`src/pspb_pkg.sv`:
```
// Constants, register map and carrier types of the buffered parallel slave port
`default_nettype none
package pspb_pkg;

  // ==========================================================================
  // Register offsets on the plain register port
  // ==========================================================================
  localparam int unsigned ADDR_W = 12;
  localparam logic [11:0] OFF_OUT_STATUS = 12'hf54;
  localparam logic [11:0] OFF_IN_STATUS  = 12'hf55;
  localparam logic [11:0] OFF_ADDR_LOW   = 12'hf6e;
  localparam logic [11:0] OFF_ADDR_HIGH  = 12'hf6f;
  localparam logic [11:0] OFF_CONTROL    = 12'hf50;
  localparam logic [11:0] OFF_MODE       = 12'hf51;
  localparam logic [11:0] OFF_POLARITY   = 12'hf52;
  localparam logic [11:0] OFF_IN_SLOT0   = 12'hf58;
  localparam logic [11:0] OFF_IN_SLOT1   = 12'hf59;
  localparam logic [11:0] OFF_IN_SLOT2   = 12'hf5a;
  localparam logic [11:0] OFF_IN_SLOT3   = 12'hf5b;
  localparam logic [11:0] OFF_OUT_SLOT2  = 12'hf5c;
  localparam logic [11:0] OFF_OUT_SLOT3  = 12'hf5d;

  // ==========================================================================
  // Field positions
  // ==========================================================================
  localparam int unsigned ENABLE_BIT   = 7;
  localparam int unsigned IRQ_HI       = 6;
  localparam int unsigned IRQ_LO       = 5;
  localparam int unsigned INCR_HI      = 4;
  localparam int unsigned INCR_LO      = 3;
  localparam int unsigned MODE_HI      = 1;
  localparam int unsigned MODE_LO      = 0;
  localparam int unsigned FUNC_HI      = 7;
  localparam int unsigned FUNC_LO      = 6;
  localparam int unsigned CS_POL_BIT   = 3;
  localparam int unsigned WR_POL_BIT   = 1;
  localparam int unsigned RD_POL_BIT   = 0;
  localparam int unsigned SUMMARY_BIT  = 7;
  localparam int unsigned STICKY_BIT   = 6;
  localparam int unsigned CS_CTRL_BIT  = 6;

  // ==========================================================================
  // Reset values and codes
  // ==========================================================================
  localparam logic [3:0] OUT_EMPTY_RST   = 4'hf;
  localparam logic [3:0] IN_FULL_RST     = 4'h0;
  localparam logic [7:0] REG8_RST        = 8'h00;
  localparam logic [1:0] PTR_RST         = 2'h0;
  localparam logic [1:0] LAST_SLOT       = 2'h3;
  localparam logic [1:0] INCR_BUFFERED   = 2'h3;
  localparam logic [1:0] IRQ_NONE        = 2'h0;
  localparam logic [1:0] IRQ_EVERY       = 2'h1;
  localparam logic [1:0] IRQ_STALL       = 2'h2;
  localparam logic [1:0] IRQ_FOURTH      = 2'h3;
  localparam logic [1:0] FUNC_CHIP_SELECT = 2'h2;

  typedef enum logic [1:0] {
    PSPB_LEGACY   = 2'b00,
    PSPB_ENHANCED = 2'b01,
    PSPB_MASTER2  = 2'b10,
    PSPB_MASTER1  = 2'b11
  } pspb_mode_t;

  // ==========================================================================
  // Carriers
  // ==========================================================================
  typedef struct packed {
    logic [11:0] addr;
    logic [7:0]  wdata;
    logic        wr;
    logic        rd;
  } pspb_bus_t;

  typedef struct packed {
    logic       slave_select_input;
    logic       read_strobe_pin;
    logic       write_strobe_pin;
    logic [7:0] parallel_data_bus;
  } pspb_pins_t;

  typedef struct packed {
    logic [7:0] data;
    logic       data_oe;
  } pspb_pad_t;

  typedef struct packed {
    pspb_pins_t      meta;
    pspb_pins_t      sync;
    logic            prev_wr;
    logic            prev_rd;
    logic [7:0]      wr_hold;
    logic [7:0]      ctrl_reg;
    logic [7:0]      mode_reg;
    logic [7:0]      pol_reg;
    logic [3:0][7:0] in_slot;
    logic [3:0][7:0] out_slot;
    logic [3:0]      in_full;
    logic [3:0]      out_empty;
    logic            in_ovf;
    logic            out_unf;
    logic [1:0]      wr_ptr;
    logic [1:0]      rd_ptr;
    logic [7:0]      rdata;
    logic [7:0]      dout;
    logic            irq;
    logic            stall;
  } pspb_state_t;

endpackage

`default_nettype wire

```
`src/pspb_port.sv`:
```
// Buffered parallel slave port: link side, flags, slots and register file
//
// What this block does
// - All-inputs-full summary is set exactly while all four slot-full flags are set.
// - Write to a full input slot sets sticky overflow and drops the byte.
// - A link write sets its slot-full flag; software reading that slot clears it.
// - All-outputs-empty summary is set exactly while all four slot-empty flags are set.
// - Link read of an empty output slot sets sticky underflow until software clears it.
// - Software write clears slot-empty; driving that byte on the bus sets it.
// - Output slots 0 and 1 double as the low and high transfer address.
// - Function code 10 makes high-address bit 6 the chip select, else address bit 14.
// - High byte bits 5..0 are address 13..8; low byte is address 7..0.
// - Enabled with mode 00 the port is a slave to an asynchronous external master.
// - Legacy mode: write strobe loads input slot 0; flags raise at write end.
// - Legacy mode: select plus read strobe drives output slot 0 onto the bus.
// - Select, read and write input polarities are software configurable.
// - Increment field 11 in slave mode selects four-level buffered operation.
// - Buffers 0..3 map to slots 0..3 in order, both directions.
// - Buffered reads deliver output slots 0..3 in turn from an internal pointer.
// - Buffered writes fill input slots 0..3 in turn from an internal pointer.
// - Code 01 interrupts every write and every buffered read; code 11 on buffered slot 3 traffic and on every legacy write.
// - With the enable bit clear the port does nothing on the external bus.
// - Code 00 gives no interrupt; code 10 gives a stall request instead.
// - Strobe polarity bit 1 means active high, 0 means active low.
`timescale 1ns/100ps
`default_nettype none

module pspb_port (
  input  wire logic               clk,
  input  wire logic               rst_b,
  input  wire pspb_pkg::pspb_bus_t bus_req,
  output logic [7:0]              bus_rdata,
  input  wire pspb_pkg::pspb_pins_t pins,
  output pspb_pkg::pspb_pad_t     pad,
  output logic                    port_interrupt_flag,
  output logic                    stall_request,
  output logic                    master_chip_select,
  output logic [14:0]             master_address
);

  // ==========================================================================
  // State and decode
  // ==========================================================================
  pspb_pkg::pspb_state_t s_reg;
  pspb_pkg::pspb_state_t s_next;

  logic       enabled;
  logic       slave;
  logic       buffered;
  logic       cs_act;
  logic       wr_act;
  logic       rd_act;
  logic       wr_end;
  logic       rd_end;
  logic [1:0] wslot;
  logic [1:0] rslot;
  logic [1:0] irq_code;
  logic [1:0] func_code;

  // Mode decode from the configuration registers
  assign enabled  = s_reg.ctrl_reg[pspb_pkg::ENABLE_BIT];
  assign slave    = (s_reg.mode_reg[pspb_pkg::MODE_HI:pspb_pkg::MODE_LO]
                     == pspb_pkg::PSPB_LEGACY);
  assign buffered = slave && (s_reg.mode_reg[pspb_pkg::INCR_HI:pspb_pkg::INCR_LO]
                              == pspb_pkg::INCR_BUFFERED);
  assign irq_code = s_reg.mode_reg[pspb_pkg::IRQ_HI:pspb_pkg::IRQ_LO];
  assign func_code = s_reg.pol_reg[pspb_pkg::FUNC_HI:pspb_pkg::FUNC_LO];

  assign cs_act = ~(s_reg.sync.slave_select_input ^ s_reg.pol_reg[pspb_pkg::CS_POL_BIT]);
  assign wr_act = cs_act & ~(s_reg.sync.write_strobe_pin ^ s_reg.pol_reg[pspb_pkg::WR_POL_BIT]);
  assign rd_act = cs_act & ~(s_reg.sync.read_strobe_pin ^ s_reg.pol_reg[pspb_pkg::RD_POL_BIT]);

  // strobe ends only count while an enabled slave
  assign wr_end = enabled && slave && s_reg.prev_wr && !wr_act;
  assign rd_end = enabled && slave && s_reg.prev_rd && !rd_act;

  // legacy uses slot 0, buffered follows the pointers
  assign wslot = buffered ? s_reg.wr_ptr : 2'h0;
  assign rslot = buffered ? s_reg.rd_ptr : 2'h0;

  // ==========================================================================
  // Next-state logic
  // ==========================================================================
  always_comb begin
    s_next = s_reg;
    // two-stage synchroniser, first stage read only here
    s_next.meta    = pins;
    s_next.sync    = s_reg.meta;
    s_next.prev_wr = enabled && slave && wr_act;
    s_next.prev_rd = enabled && slave && rd_act;
    s_next.irq     = 1'b0;
    s_next.rdata   = 8'h00;
    // Hold the bus byte while the write strobe stands
    if (enabled && slave && wr_act) begin
      s_next.wr_hold = s_reg.sync.parallel_data_bus;
    end
    // output byte for the current read slot
    s_next.dout = s_reg.out_slot[rslot];
    // stall request on strobes under code 10
    s_next.stall = enabled && slave && (irq_code == pspb_pkg::IRQ_STALL) && (wr_act || rd_act);

    // Software writes, applied before link events so hardware sets win
    if (bus_req.wr) begin
      unique case (bus_req.addr)
        pspb_pkg::OFF_CONTROL: begin
          s_next.ctrl_reg = bus_req.wdata & 8'h80;
        end
        pspb_pkg::OFF_MODE: begin
          s_next.mode_reg = bus_req.wdata & 8'h7f;
        end
        pspb_pkg::OFF_POLARITY: begin
          s_next.pol_reg = bus_req.wdata & 8'hef;
        end
        // address pair and output slots 0/1 are one storage
        pspb_pkg::OFF_ADDR_LOW: begin
          s_next.out_slot[0]  = bus_req.wdata;
          s_next.out_empty[0] = 1'b0;
        end
        pspb_pkg::OFF_ADDR_HIGH: begin
          s_next.out_slot[1]  = bus_req.wdata;
          s_next.out_empty[1] = 1'b0;
        end
        pspb_pkg::OFF_OUT_SLOT2: begin
          s_next.out_slot[2]  = bus_req.wdata;
          s_next.out_empty[2] = 1'b0;
        end
        pspb_pkg::OFF_OUT_SLOT3: begin
          s_next.out_slot[3]  = bus_req.wdata;
          s_next.out_empty[3] = 1'b0;
        end
        // Writing 0 to the sticky bit clears it
        pspb_pkg::OFF_OUT_STATUS: begin
          s_next.out_unf = s_reg.out_unf & bus_req.wdata[pspb_pkg::STICKY_BIT];
        end
        pspb_pkg::OFF_IN_STATUS: begin
          s_next.in_ovf = s_reg.in_ovf & bus_req.wdata[pspb_pkg::STICKY_BIT];
        end
        default: begin
        end
      endcase
    end

    // Software reads: data next cycle, input slot read clears its flag
    if (bus_req.rd) begin
      unique case (bus_req.addr)
        pspb_pkg::OFF_CONTROL:  s_next.rdata = s_reg.ctrl_reg;
        pspb_pkg::OFF_MODE:     s_next.rdata = s_reg.mode_reg;
        pspb_pkg::OFF_POLARITY: s_next.rdata = s_reg.pol_reg;
        // summary from all four empty flags
        pspb_pkg::OFF_OUT_STATUS: s_next.rdata = {&s_reg.out_empty, s_reg.out_unf, 2'h0,
                                                  s_reg.out_empty};
        // summary from all four full flags
        pspb_pkg::OFF_IN_STATUS:  s_next.rdata = {&s_reg.in_full, s_reg.in_ovf, 2'h0,
                                                  s_reg.in_full};
        pspb_pkg::OFF_ADDR_LOW:   s_next.rdata = s_reg.out_slot[0];
        // Bit 7 reads zero when used as an address byte
        pspb_pkg::OFF_ADDR_HIGH:  s_next.rdata = slave ? s_reg.out_slot[1]
                                                       : (s_reg.out_slot[1] & 8'h7f);
        pspb_pkg::OFF_OUT_SLOT2:  s_next.rdata = s_reg.out_slot[2];
        pspb_pkg::OFF_OUT_SLOT3:  s_next.rdata = s_reg.out_slot[3];
        // reading a slot clears its full flag
        pspb_pkg::OFF_IN_SLOT0: begin
          s_next.rdata      = s_reg.in_slot[0];
          s_next.in_full[0] = 1'b0;
        end
        pspb_pkg::OFF_IN_SLOT1: begin
          s_next.rdata      = s_reg.in_slot[1];
          s_next.in_full[1] = 1'b0;
        end
        pspb_pkg::OFF_IN_SLOT2: begin
          s_next.rdata      = s_reg.in_slot[2];
          s_next.in_full[2] = 1'b0;
        end
        pspb_pkg::OFF_IN_SLOT3: begin
          s_next.rdata      = s_reg.in_slot[3];
          s_next.in_full[3] = 1'b0;
        end
        default: s_next.rdata = 8'h00;
      endcase
    end

    // link write lands at strobe end
    if (wr_end) begin
      if (s_reg.in_full[wslot]) begin
        s_next.in_ovf = 1'b1;
      end else begin
        s_next.in_slot[wslot] = s_reg.wr_hold;
        s_next.in_full[wslot] = 1'b1;
      end
      // advance write pointer, wraps 3 to 0
      if (buffered) begin
        s_next.wr_ptr = s_reg.wr_ptr + 2'h1;
      end
    end

    // Link read completes at strobe end
    if (rd_end) begin
      if (s_reg.out_empty[rslot]) begin
        s_next.out_unf = 1'b1;
      end
      // byte has gone out on the bus
      s_next.out_empty[rslot] = 1'b1;
      // advance read pointer, wraps 3 to 0
      if (buffered) begin
        s_next.rd_ptr = s_reg.rd_ptr + 2'h1;
      end
    end

    // interrupt per write or buffered read, or on slot 3 (each write in legacy)
    if ((wr_end && ((irq_code == pspb_pkg::IRQ_EVERY) ||
                    ((irq_code == pspb_pkg::IRQ_FOURTH) &&
                     (!buffered || wslot == pspb_pkg::LAST_SLOT)))) ||
        (rd_end && buffered && ((irq_code == pspb_pkg::IRQ_EVERY) ||
                    ((irq_code == pspb_pkg::IRQ_FOURTH) && rslot == pspb_pkg::LAST_SLOT)))) begin
      s_next.irq = 1'b1;
    end
  end

  // ==========================================================================
  // State register
  // ==========================================================================
  always_ff @(posedge clk or negedge rst_b) begin
    if (!rst_b) begin
      s_reg           <= '0;
      s_reg.ctrl_reg  <= pspb_pkg::REG8_RST;
      s_reg.in_full   <= pspb_pkg::IN_FULL_RST;
      s_reg.out_empty <= pspb_pkg::OUT_EMPTY_RST;
      s_reg.wr_ptr    <= pspb_pkg::PTR_RST;
      s_reg.rd_ptr    <= pspb_pkg::PTR_RST;
    end else begin
      s_reg <= s_next;
    end
  end

  // ==========================================================================
  // Outputs
  // ==========================================================================
  // drive while select and read strobe stand
  assign pad.data_oe = enabled && slave && rd_act;
  assign pad.data    = s_reg.dout;
  assign bus_rdata   = s_reg.rdata;
  assign port_interrupt_flag = s_reg.irq;
  assign stall_request       = s_reg.stall;

  // chip select or address bit 14
  assign master_chip_select = enabled && !slave && (func_code == pspb_pkg::FUNC_CHIP_SELECT) &&
                              s_reg.out_slot[1][pspb_pkg::CS_CTRL_BIT];
  // address bits 13..0 from the pair
  assign master_address = (enabled && !slave) ?
    {(func_code != pspb_pkg::FUNC_CHIP_SELECT) & s_reg.out_slot[1][pspb_pkg::CS_CTRL_BIT],
     s_reg.out_slot[1][5:0], s_reg.out_slot[0]} : 15'h0000;
endmodule

`default_nettype wire

```
`config.mk`:
```
export PLATFORM = sky130hd
export DESIGN_NAME = pspb_port
export DESIGN_NICKNAME = d
export VERILOG_FILES = /design/src/pspb_pkg.sv /design/src/pspb_port.sv
export SDC_FILE = /design/constraint.sdc
export NUM_CORES = 1
export LEC_CHECK = 0
export ABC_AREA = 1
export BUFFER_PORTS_ARGS = -buffer_cell sky130_fd_sc_hd__clkbuf_2
export CAP_MARGIN = 20
export CORE_UTILIZATION = 53
export CTS_BUF_LIST = sky130_fd_sc_hd__clkbuf_16
export DETAILED_ROUTE_END_ITERATION = 7
export PLACE_DENSITY = 0.73
export SLEW_MARGIN = 20
export SYNTH_ARGS = -nofsm -noshare
export SYNTH_HDL_FRONTEND = slang
export SYNTH_SLANG_ARGS = --single-unit
export TNS_END_PERCENT = 100
```
`constraint.sdc`:
```
create_clock -name clk -period 1.8 [get_ports clk]
set_clock_uncertainty 0.05 [all_clocks]
set_input_delay 0.09 -clock clk [delete_from_list [all_inputs] [get_ports clk]]
set_output_delay 0.09 -clock clk [all_outputs]
set_load 0.02 [all_outputs]
```
==> metrics, run 1 <==
largest net degree at the start of global routing 52; placed insts 1074; Hold WS roughly 0.022 ns; number of antenna diodes 0; Mapped Area 0.006897 mm2; DRT Pass-1 Iters 6; sequential fraction of the synthesis area 0.5196; CP Buf/Inv Count 1; Final Instance Area about 0.0087 mm2; crit-path leading delay family simple AND/OR/NAND/NOR gates; slew margin rel. 0.6739; final hold vios 0; Layout Nets between 900 and 1000; num ports 70; Post-DP Area 0.007559 mm2; share of layout cells above drive strength 1 0.2253; max-cap viol count 0; worst hold start bus_req[1]; Net Sw Power around 1.6 mW; switch share 0.2286; Slew Viols, Final 0; Die ar. roughly 0.013 mm2; violated checks negative setup slack; Initial Util 0.5443; Die H ~120 um; Crit path largest cell delay between 0.4 and 0.5 ns; Total GRT Usage 0.3063; Ys Warns 0; GP Congestion 0.9760; Clock Sinks between 100 and 150; Post-route DRC 0; Yosys reg bits around 140; Peak VDD IR 0.8356 mV; H-tree Lvls 4; leakage 4.223 nW; Req. time, crit path ~2 ns; Power Density around 800 mW/mm2; critical path class reg2reg; Fin Setup TNS -0.2708 ns; crit-path max FO 8; Tightest Hold Check Type in2reg; CP Launch Type flop; Chip Width 116.1 um; Worst Tran Pin Value a little under 0.5 ns; status complete, but fails checks; root buf cell clkbuf_16; Arr. time, crit path approximately 2.1 ns; Area growth syn-to-layout 26.20%; Num CTS Buffers 17; final setup violating endpoints 13; number of flops mapped to enable cells by yosys 0; net count after synthesis 864; Clock transition at path regs around 0.060 ns; CP max-delay cell dfrtp_1; post-route setup slack -0.04259 ns; TritonCTS clock tree built; Crit. Startpoint s_reg[105]; clk_lat worst skew ~0.43 ns; antenna violations before repair 0; DRT iter0 DRCs ~760; Main synth FF type dfrtp_1; wire length per cell 17.61 um; Placement Rows between 40 and 50; DRT antenna net count 0; first-pass GRT wire length ~30 mm; synth unique cells 38; Async S/R FF share, synth 1.000; grt ovf 0; DP Wirelength 13.86 mm; vias in the first global route roughly 5800; max reg flops around 110; sequential share of power 0.468; final cell count without fillers 1144; Worst setup EP type flop; fmax ~540 MHz; minimum clock period 1.843 ns; combinational share of power 0.040; vias per std cell ~5.6; CTS Buffer Depth 2; filler instances 1024; port bufs slightly below 70; clock share of power 0.492; total number of vias roughly 6400; total wire length 20.14 mm; Synth Instances between 800 and 900; internal power about 5.4 mW; Tcrit/Tclk final 1.024; CP Cell Sequence inv_2, nand2_4, nor2_4, nand2_8, nand3_4, nand2_8, nor2_8, nand3_4, nand2_1, nand2_1; RSZ-0062 raised after global routing true; Avg Inst Size Synth roughly 8.3 um2; Reg-to-Reg Start s_reg[105]; CORE AREA about 0.013 mm2
[metal layers]
| layer | wire length (um) | share of wire | track usage | vias up |
|---|---|---|---|---|
| li1 | - | - | - | 2942 |
| met1 | 8479 | 0.42 | 0.4249 | 3028 |
| met2 | 9119 | 0.45 | 0.4560 | 397 |
| met3 | 1896 | 0.094 | 0.07322 | 53 |
| met4 | 645 | 0.032 | 0.1410 | 0 |
| met5 | 0 | 0 | 0 | - |
[synthesized netlist by cell type (3+ instances only)]
| master | count | area [um2] |
|---|---|---|
| buf_2 | 9 | 45.04 |
| nand4_1 | 24 | 150.1 |
| buf_4 | 20 | 150.1 |
| nor2_2 | 12 | 75.07 |
| nand2_1 | 225 | 844.6 |
| nand3_1 | 70 | 350.3 |
| dfrtp_1 | 139 | 3478 |
| o221ai_1 | 8 | 70.07 |
| xnor2_1 | 4 | 35.03 |
| o31ai_1 | 3 | 22.52 |
| dfstp_2 | 4 | 105.1 |
| o211ai_1 | 3 | 22.52 |
| nor2_4 | 9 | 101.4 |
| clkbuf_1 | 3 | 11.26 |
| o21ai_0 | 70 | 350.3 |
| nor2_1 | 84 | 315.3 |
| o21ai_1 | 20 | 100.1 |
| inv_1 | 82 | 307.8 |
| a21oi_1 | 5 | 25.02 |
| nand2_2 | 10 | 62.56 |
| buf_6 | 3 | 33.78 |
[worst register-to-register path: stages (launching register included)]
cell     delay [ns]
dfrtp_1        0.43
inv_2          0.11
nand2_4        0.07
nor2_4         0.21
nand2_8        0.14
nand3_4        0.14
nand2_8        0.08
nor2_8         0.22
nand3_4        0.13
nand2_1        0.10
nand2_1        0.07
[cell usage in the layout, fill, tap and decap left out, drive strengths merged]
| cell type | n |
|---|---|
| a21oi | 5 |
| and2 | 2 |
| and3 | 1 |
| buf | 58 |
| bufinv | 2 |
| clkbuf | 78 |
| clkinv | 6 |
| clkinvlp | 3 |
| dfrtp | 139 |
| dfstp | 4 |
| dlygate4sd3 | 21 |
| inv | 89 |
| mux2 | 1 |
| nand2 | 236 |
| nand3 | 75 |
| nand3b | 1 |
| nand4 | 29 |
| nor2 | 109 |
| nor3 | 1 |
| nor4 | 1 |
| o2111ai | 1 |
| o211ai | 3 |
| o21ai | 90 |
| o221ai | 8 |
| o31ai | 3 |
| o32ai | 1 |
| xnor2 | 4 |
| xor2 | 1 |
[area by class of cell]
type | count | area, um2 | share of cell area
flip-flops and latches | 143 | 3583 | 0.4117
clock buffers | 17 | 425.4 | 0.04888
multi-input cells | 572 | 2982 | 0.3426
repair buffers | 140 | 1027 | 0.1180
well taps | 172 | 215.2 | 0.02473
clock inverters | 15 | 146.4 | 0.01682
inverters | 85 | 324.1 | 0.03723
[power groups by stage]
stage | Clock (mW) | Combinational, mW | Sequential, mW
floorplan | 0 | 0.0785 | 3.32
global route | 3.60 | 0.311 | 3.27
CTS | 3.45 | 0.277 | 3.27
finish | 3.43 | 0.279 | 3.27
detailed placement | 0 | 0.241 | 3.32
global placement | 0 | 0.239 | 3.32
[stage by stage]
step / setup WS (ns) / power, mW / util
6_report: -0.04259 / 6.972 / 0.6869
5_1_grt: -0.1095 / 7.176 / 0.6869
3_3_place_gp: 0.07750 / 3.560 / 0.5965
4_1_cts: 0.002208 / 6.992 / 0.6585
2_1_floorplan: 0.2363 / 3.397 / -
3_5_place_dp: 0.006659 / 3.563 / 0.5965
[repair_timing]
| action | CTS | global route |
|---|---|---|
| buffers inserted | 0 | 10 |
| gates resized for setup | 1 | 54 |
| endpoints found under the setup margin | 7 | 54 |
| gates cloned | 0 | 7 |
| pin swaps | 1 | 18 |
| hold buffers | 21 | 0 |
| hold endpoints to repair | 149 | 0 |
[path summary, 6_finish.rpt]
kind	end	slack [ns]	cells past startpoint
max reg2reg	s_reg[84]	-0.04	10
max in group asynchronous	s_reg[48]	0.93	3
max	s_reg[84]	-0.04	10
min	enabled	0.02	3
min in group asynchronous	s_reg[39]	0.12	2
min reg2reg	s_reg[136]	0.30	0
[cell families (layout without fill, tap and decap cells)]
logic type,count (synthesis),in the layout,synth area share
AOI/OAI and AO/OA,111,111,0.08817
xor gates and xnor gates,5,5,0.006349
buffers and inverters,121,257,0.08327
DFF,143,143,0.5196
muxes,1,1,0.001633
and+or+nand+nor,448,455,0.3010
Note: power is estimated with default switching activity, not from simulation.
==> run 2, diff against run 1 <==
--- a/config.mk
+++ b/config.mk
@@ -12,6 +12,8 @@
 export CTS_BUF_LIST = sky130_fd_sc_hd__clkbuf_16
 export DETAILED_ROUTE_END_ITERATION = 7
 export PLACE_DENSITY = 0.73
+export RECOVER_POWER = 25
+export SKIP_CTS_REPAIR_TIMING = 1
 export SLEW_MARGIN = 20
 export SYNTH_ARGS = -nofsm -noshare
 export SYNTH_HDL_FRONTEND = slang
==> run 2 against run 1 <==
  * The run still ends with negative setup slack left
  * Via count is 0.16% lower
  * Core utilization down 0.39 points
  * Critical path depth shrank 5
  * Clock power about the same
  * Die area unchanged
  * Critical endpoint is now master_address[0]
  * Largest cell class unchanged
  * Largest power group unchanged
  * Highest routed layer unchanged
==> metrics, run 2 (synthesis gave the netlist of run 1 again) <==
status complete, but fails checks (unchanged); violated checks negative setup slack (unchanged); Clock transition at path regs 0.06 ns (about the same); area occupied by registers 0.003585 mm2 (was 0.003583 mm2); CTS Buffer Depth 2 (unchanged); fmax 543.8 MHz (was 542.7 MHz); CP Launch Type flop (unchanged); Placement Rows 41 (unchanged); number of antenna diodes 0 (unchanged); leakage 4.222 nW (was 4.223 nW); Req. time, crit path 1.66 ns (was 2.06 ns); max-cap viol count 0 (unchanged); Worst setup EP type primary output (was flop); fin util 0.6830 (was 0.6869); Total GRT Usage 0.3035 (was 0.3063); combinational share of power 0.040 (about the same); Initial Util 0.5443 (unchanged); wire length per cell 17.59 um (was 17.61 um); sequential share of power 0.470 (was 0.468); root buf cell clkbuf_16 (unchanged); vias in the first global route 5643 (was 5752); CP Cell Sequence buf_4, nand2_1, buf_6, nor2_1, clkbuf_2 (was inv_2, nand2_4, nor2_4, nand2_8, nand3_4, nand2_8, nor2_8, nand3_4, nand2_1, nand2_1); Net Sw Power 1.574 mW (was 1.594 mW); final setup violating endpoints 7 (was 13); Fin Setup TNS -0.1767 ns (was -0.2708 ns); H-tree Lvls 4 (unchanged); Die ar. 0.01347 mm2 (unchanged); final hold vios 0 (unchanged); TritonCTS clock tree built (unchanged); CORE AREA 0.01267 mm2 (unchanged); vias per std cell 5.608 (was 5.612); slew margin rel. 0.1486 (was 0.6739); CP Buf/Inv Count 3 (was 1); clock share of power 0.490 (was 0.492); Worst Tran Pin Value 1.277 ns (was 0.4891 ns); DRT iter0 DRCs 705 (was 756); DRT Pass-1 Iters 6 (unchanged); first-pass GRT wire length 29.73 mm (was 30.06 mm); Layout Nets 993 (was 994); DP Wirelength 13.86 mm (unchanged); Num CTS Buffers 17 (unchanged); DRT antenna net count 0 (unchanged); CP max-delay cell dfrtp_1 (unchanged); Peak VDD IR 0.8382 mV (was 0.8356 mV); share of layout cells above drive strength 1 0.2225 (was 0.2253); Crit path largest cell delay 0.43 ns (about the same); num ports 70 (unchanged); Pwr Total 6.948 mW (was 6.972 mW); most frequent cells in the layout nand2_1 (217), dfrtp_1 (138), inv_1 (83) (was nand2_1 (214), dfrtp_1 (139), inv_1 (83)); Clock Sinks 143 (unchanged); commonest non-fill, non-tap cell in the layout nand2_1 (unchanged); Power Density 802.8 mW/mm2 (was 801.1 mW/mm2); post-route setup slack -0.03895 ns (was -0.04259 ns); Chip Width 116.1 um (unchanged); Slew Viols, Final 0 (unchanged); Die H 116.1 um (unchanged); Arr. time, crit path 1.70 ns (was 2.11 ns); filler instances 1035 (was 1024); Tcrit/Tclk final 1.022 (was 1.024); total number of vias 6410 (was 6420); minimum clock period 1.839 ns (was 1.843 ns); total wire length 20.10 mm (was 20.14 mm); Area growth syn-to-layout 25.49% (was 26.20%); max reg flops 109 (unchanged); area of the multi-input gates 0.002960 mm2 (was 0.002982 mm2); GP Congestion 0.9760 (unchanged); crit-path max FO 14 (was 8); Post-route DRC 0 (unchanged); RSZ-0062 raised after global routing true (unchanged); grt ovf 0 (unchanged); switch share 0.2265 (was 0.2286); internal power 5.374 mW (was 5.378 mW); critical path class reg2out (was reg2reg); largest net degree at the start of global routing 52 (unchanged); crit-path leading delay family buffers and inverters (was simple AND/OR/NAND/NOR gates); Tightest Hold Check Type in2reg (unchanged); antenna violations before repair 0 (unchanged); clk_lat worst skew 0.44 ns (was 0.43 ns); port bufs 69 (unchanged)
-- run 2: cell types whose count changed in the layout (fill, tap and decap cells not counted) --
cell and change:
clkbuf_2 +3, nand2_1 +3, nand2_2 -3, buf_12 -1, buf_2 -1, buf_4 -1, buf_6 -1, dfrtp_1 -1
dfrtp_2 +1, nand4_2 +1, nand4_4 -1, nor2_2 +1, nor2_4 -1
-- run 2: cell type report --
class | instances | share of cell area
clock inverter | 15 | 0.01691
clock buffer | 17 | 0.04915
multi-input combinational | 572 | 0.3421
sequential | 143 | 0.4142
tap | 172 | 0.02487
inverter | 85 | 0.03744
timing repair buffer | 139 | 0.1154
-- run 2: power by group through the flow --
stage / clock [mW] / combinational [mW] / sequential (mW)
global placement: 0 / 0.239 / 3.32
floorplan: 0 / 0.0785 / 3.32
finish: 3.41 / 0.275 / 3.27
global route: 3.59 / 0.307 / 3.27
CTS: 3.45 / 0.242 / 3.27
detailed placement: 0 / 0.241 / 3.32
-- run 2: tightest hold or removal path, stage by stage --
cell and delay, ns:
clkbuf_2 0.13, nand3_1 0.10, mux2_2 0.15
-- run 2: path summary, 6_finish.rpt --
check / to / startpoint / cells past startpoint / slack, ns
setup reg to reg: s_reg[84] / s_reg[105] / 10 / -0.03
min in group asynchronous: s_reg[39] / rst_b / 2 / 0.42
setup / recovery: master_address[0] / enabled / 5 / -0.04
max in group asynchronous: s_reg[27] / rst_b / 3 / 0.27
hold reg to reg: s_reg[136] / s_next[136] / 0 / 0.30
hold / removal: enabled / bus_req[1] / 3 / 0.02
-- run 2: routing by layer --
layer,GRT usage,part of all wire,up-vias,wire length (um)
met4,0.1410,0.036,0,733
met5,0,0,-,0
met2,0.4464,0.45,369,9084
met3,0.06956,0.094,68,1884
li1,-,-,2948,-
met1,0.4270,0.42,3025,8399
-- run 2: metrics by stage --
stage | worst slack (ns) | area (um2) | hold slack [ns] | cells
CTS | -0.03407 | 8130 | -0.4378 | 1106
finish | -0.03895 | 8655 | 0.02305 | 1143
floorplan | 0.2363 | 6897 | -0.2556 | 829
global placement | 0.07750 | 7559 | 0.01451 | 1074
global route | -0.1128 | 8655 | 0.02685 | 1143
detailed placement | 0.006659 | 7559 | 0.01815 | 1074
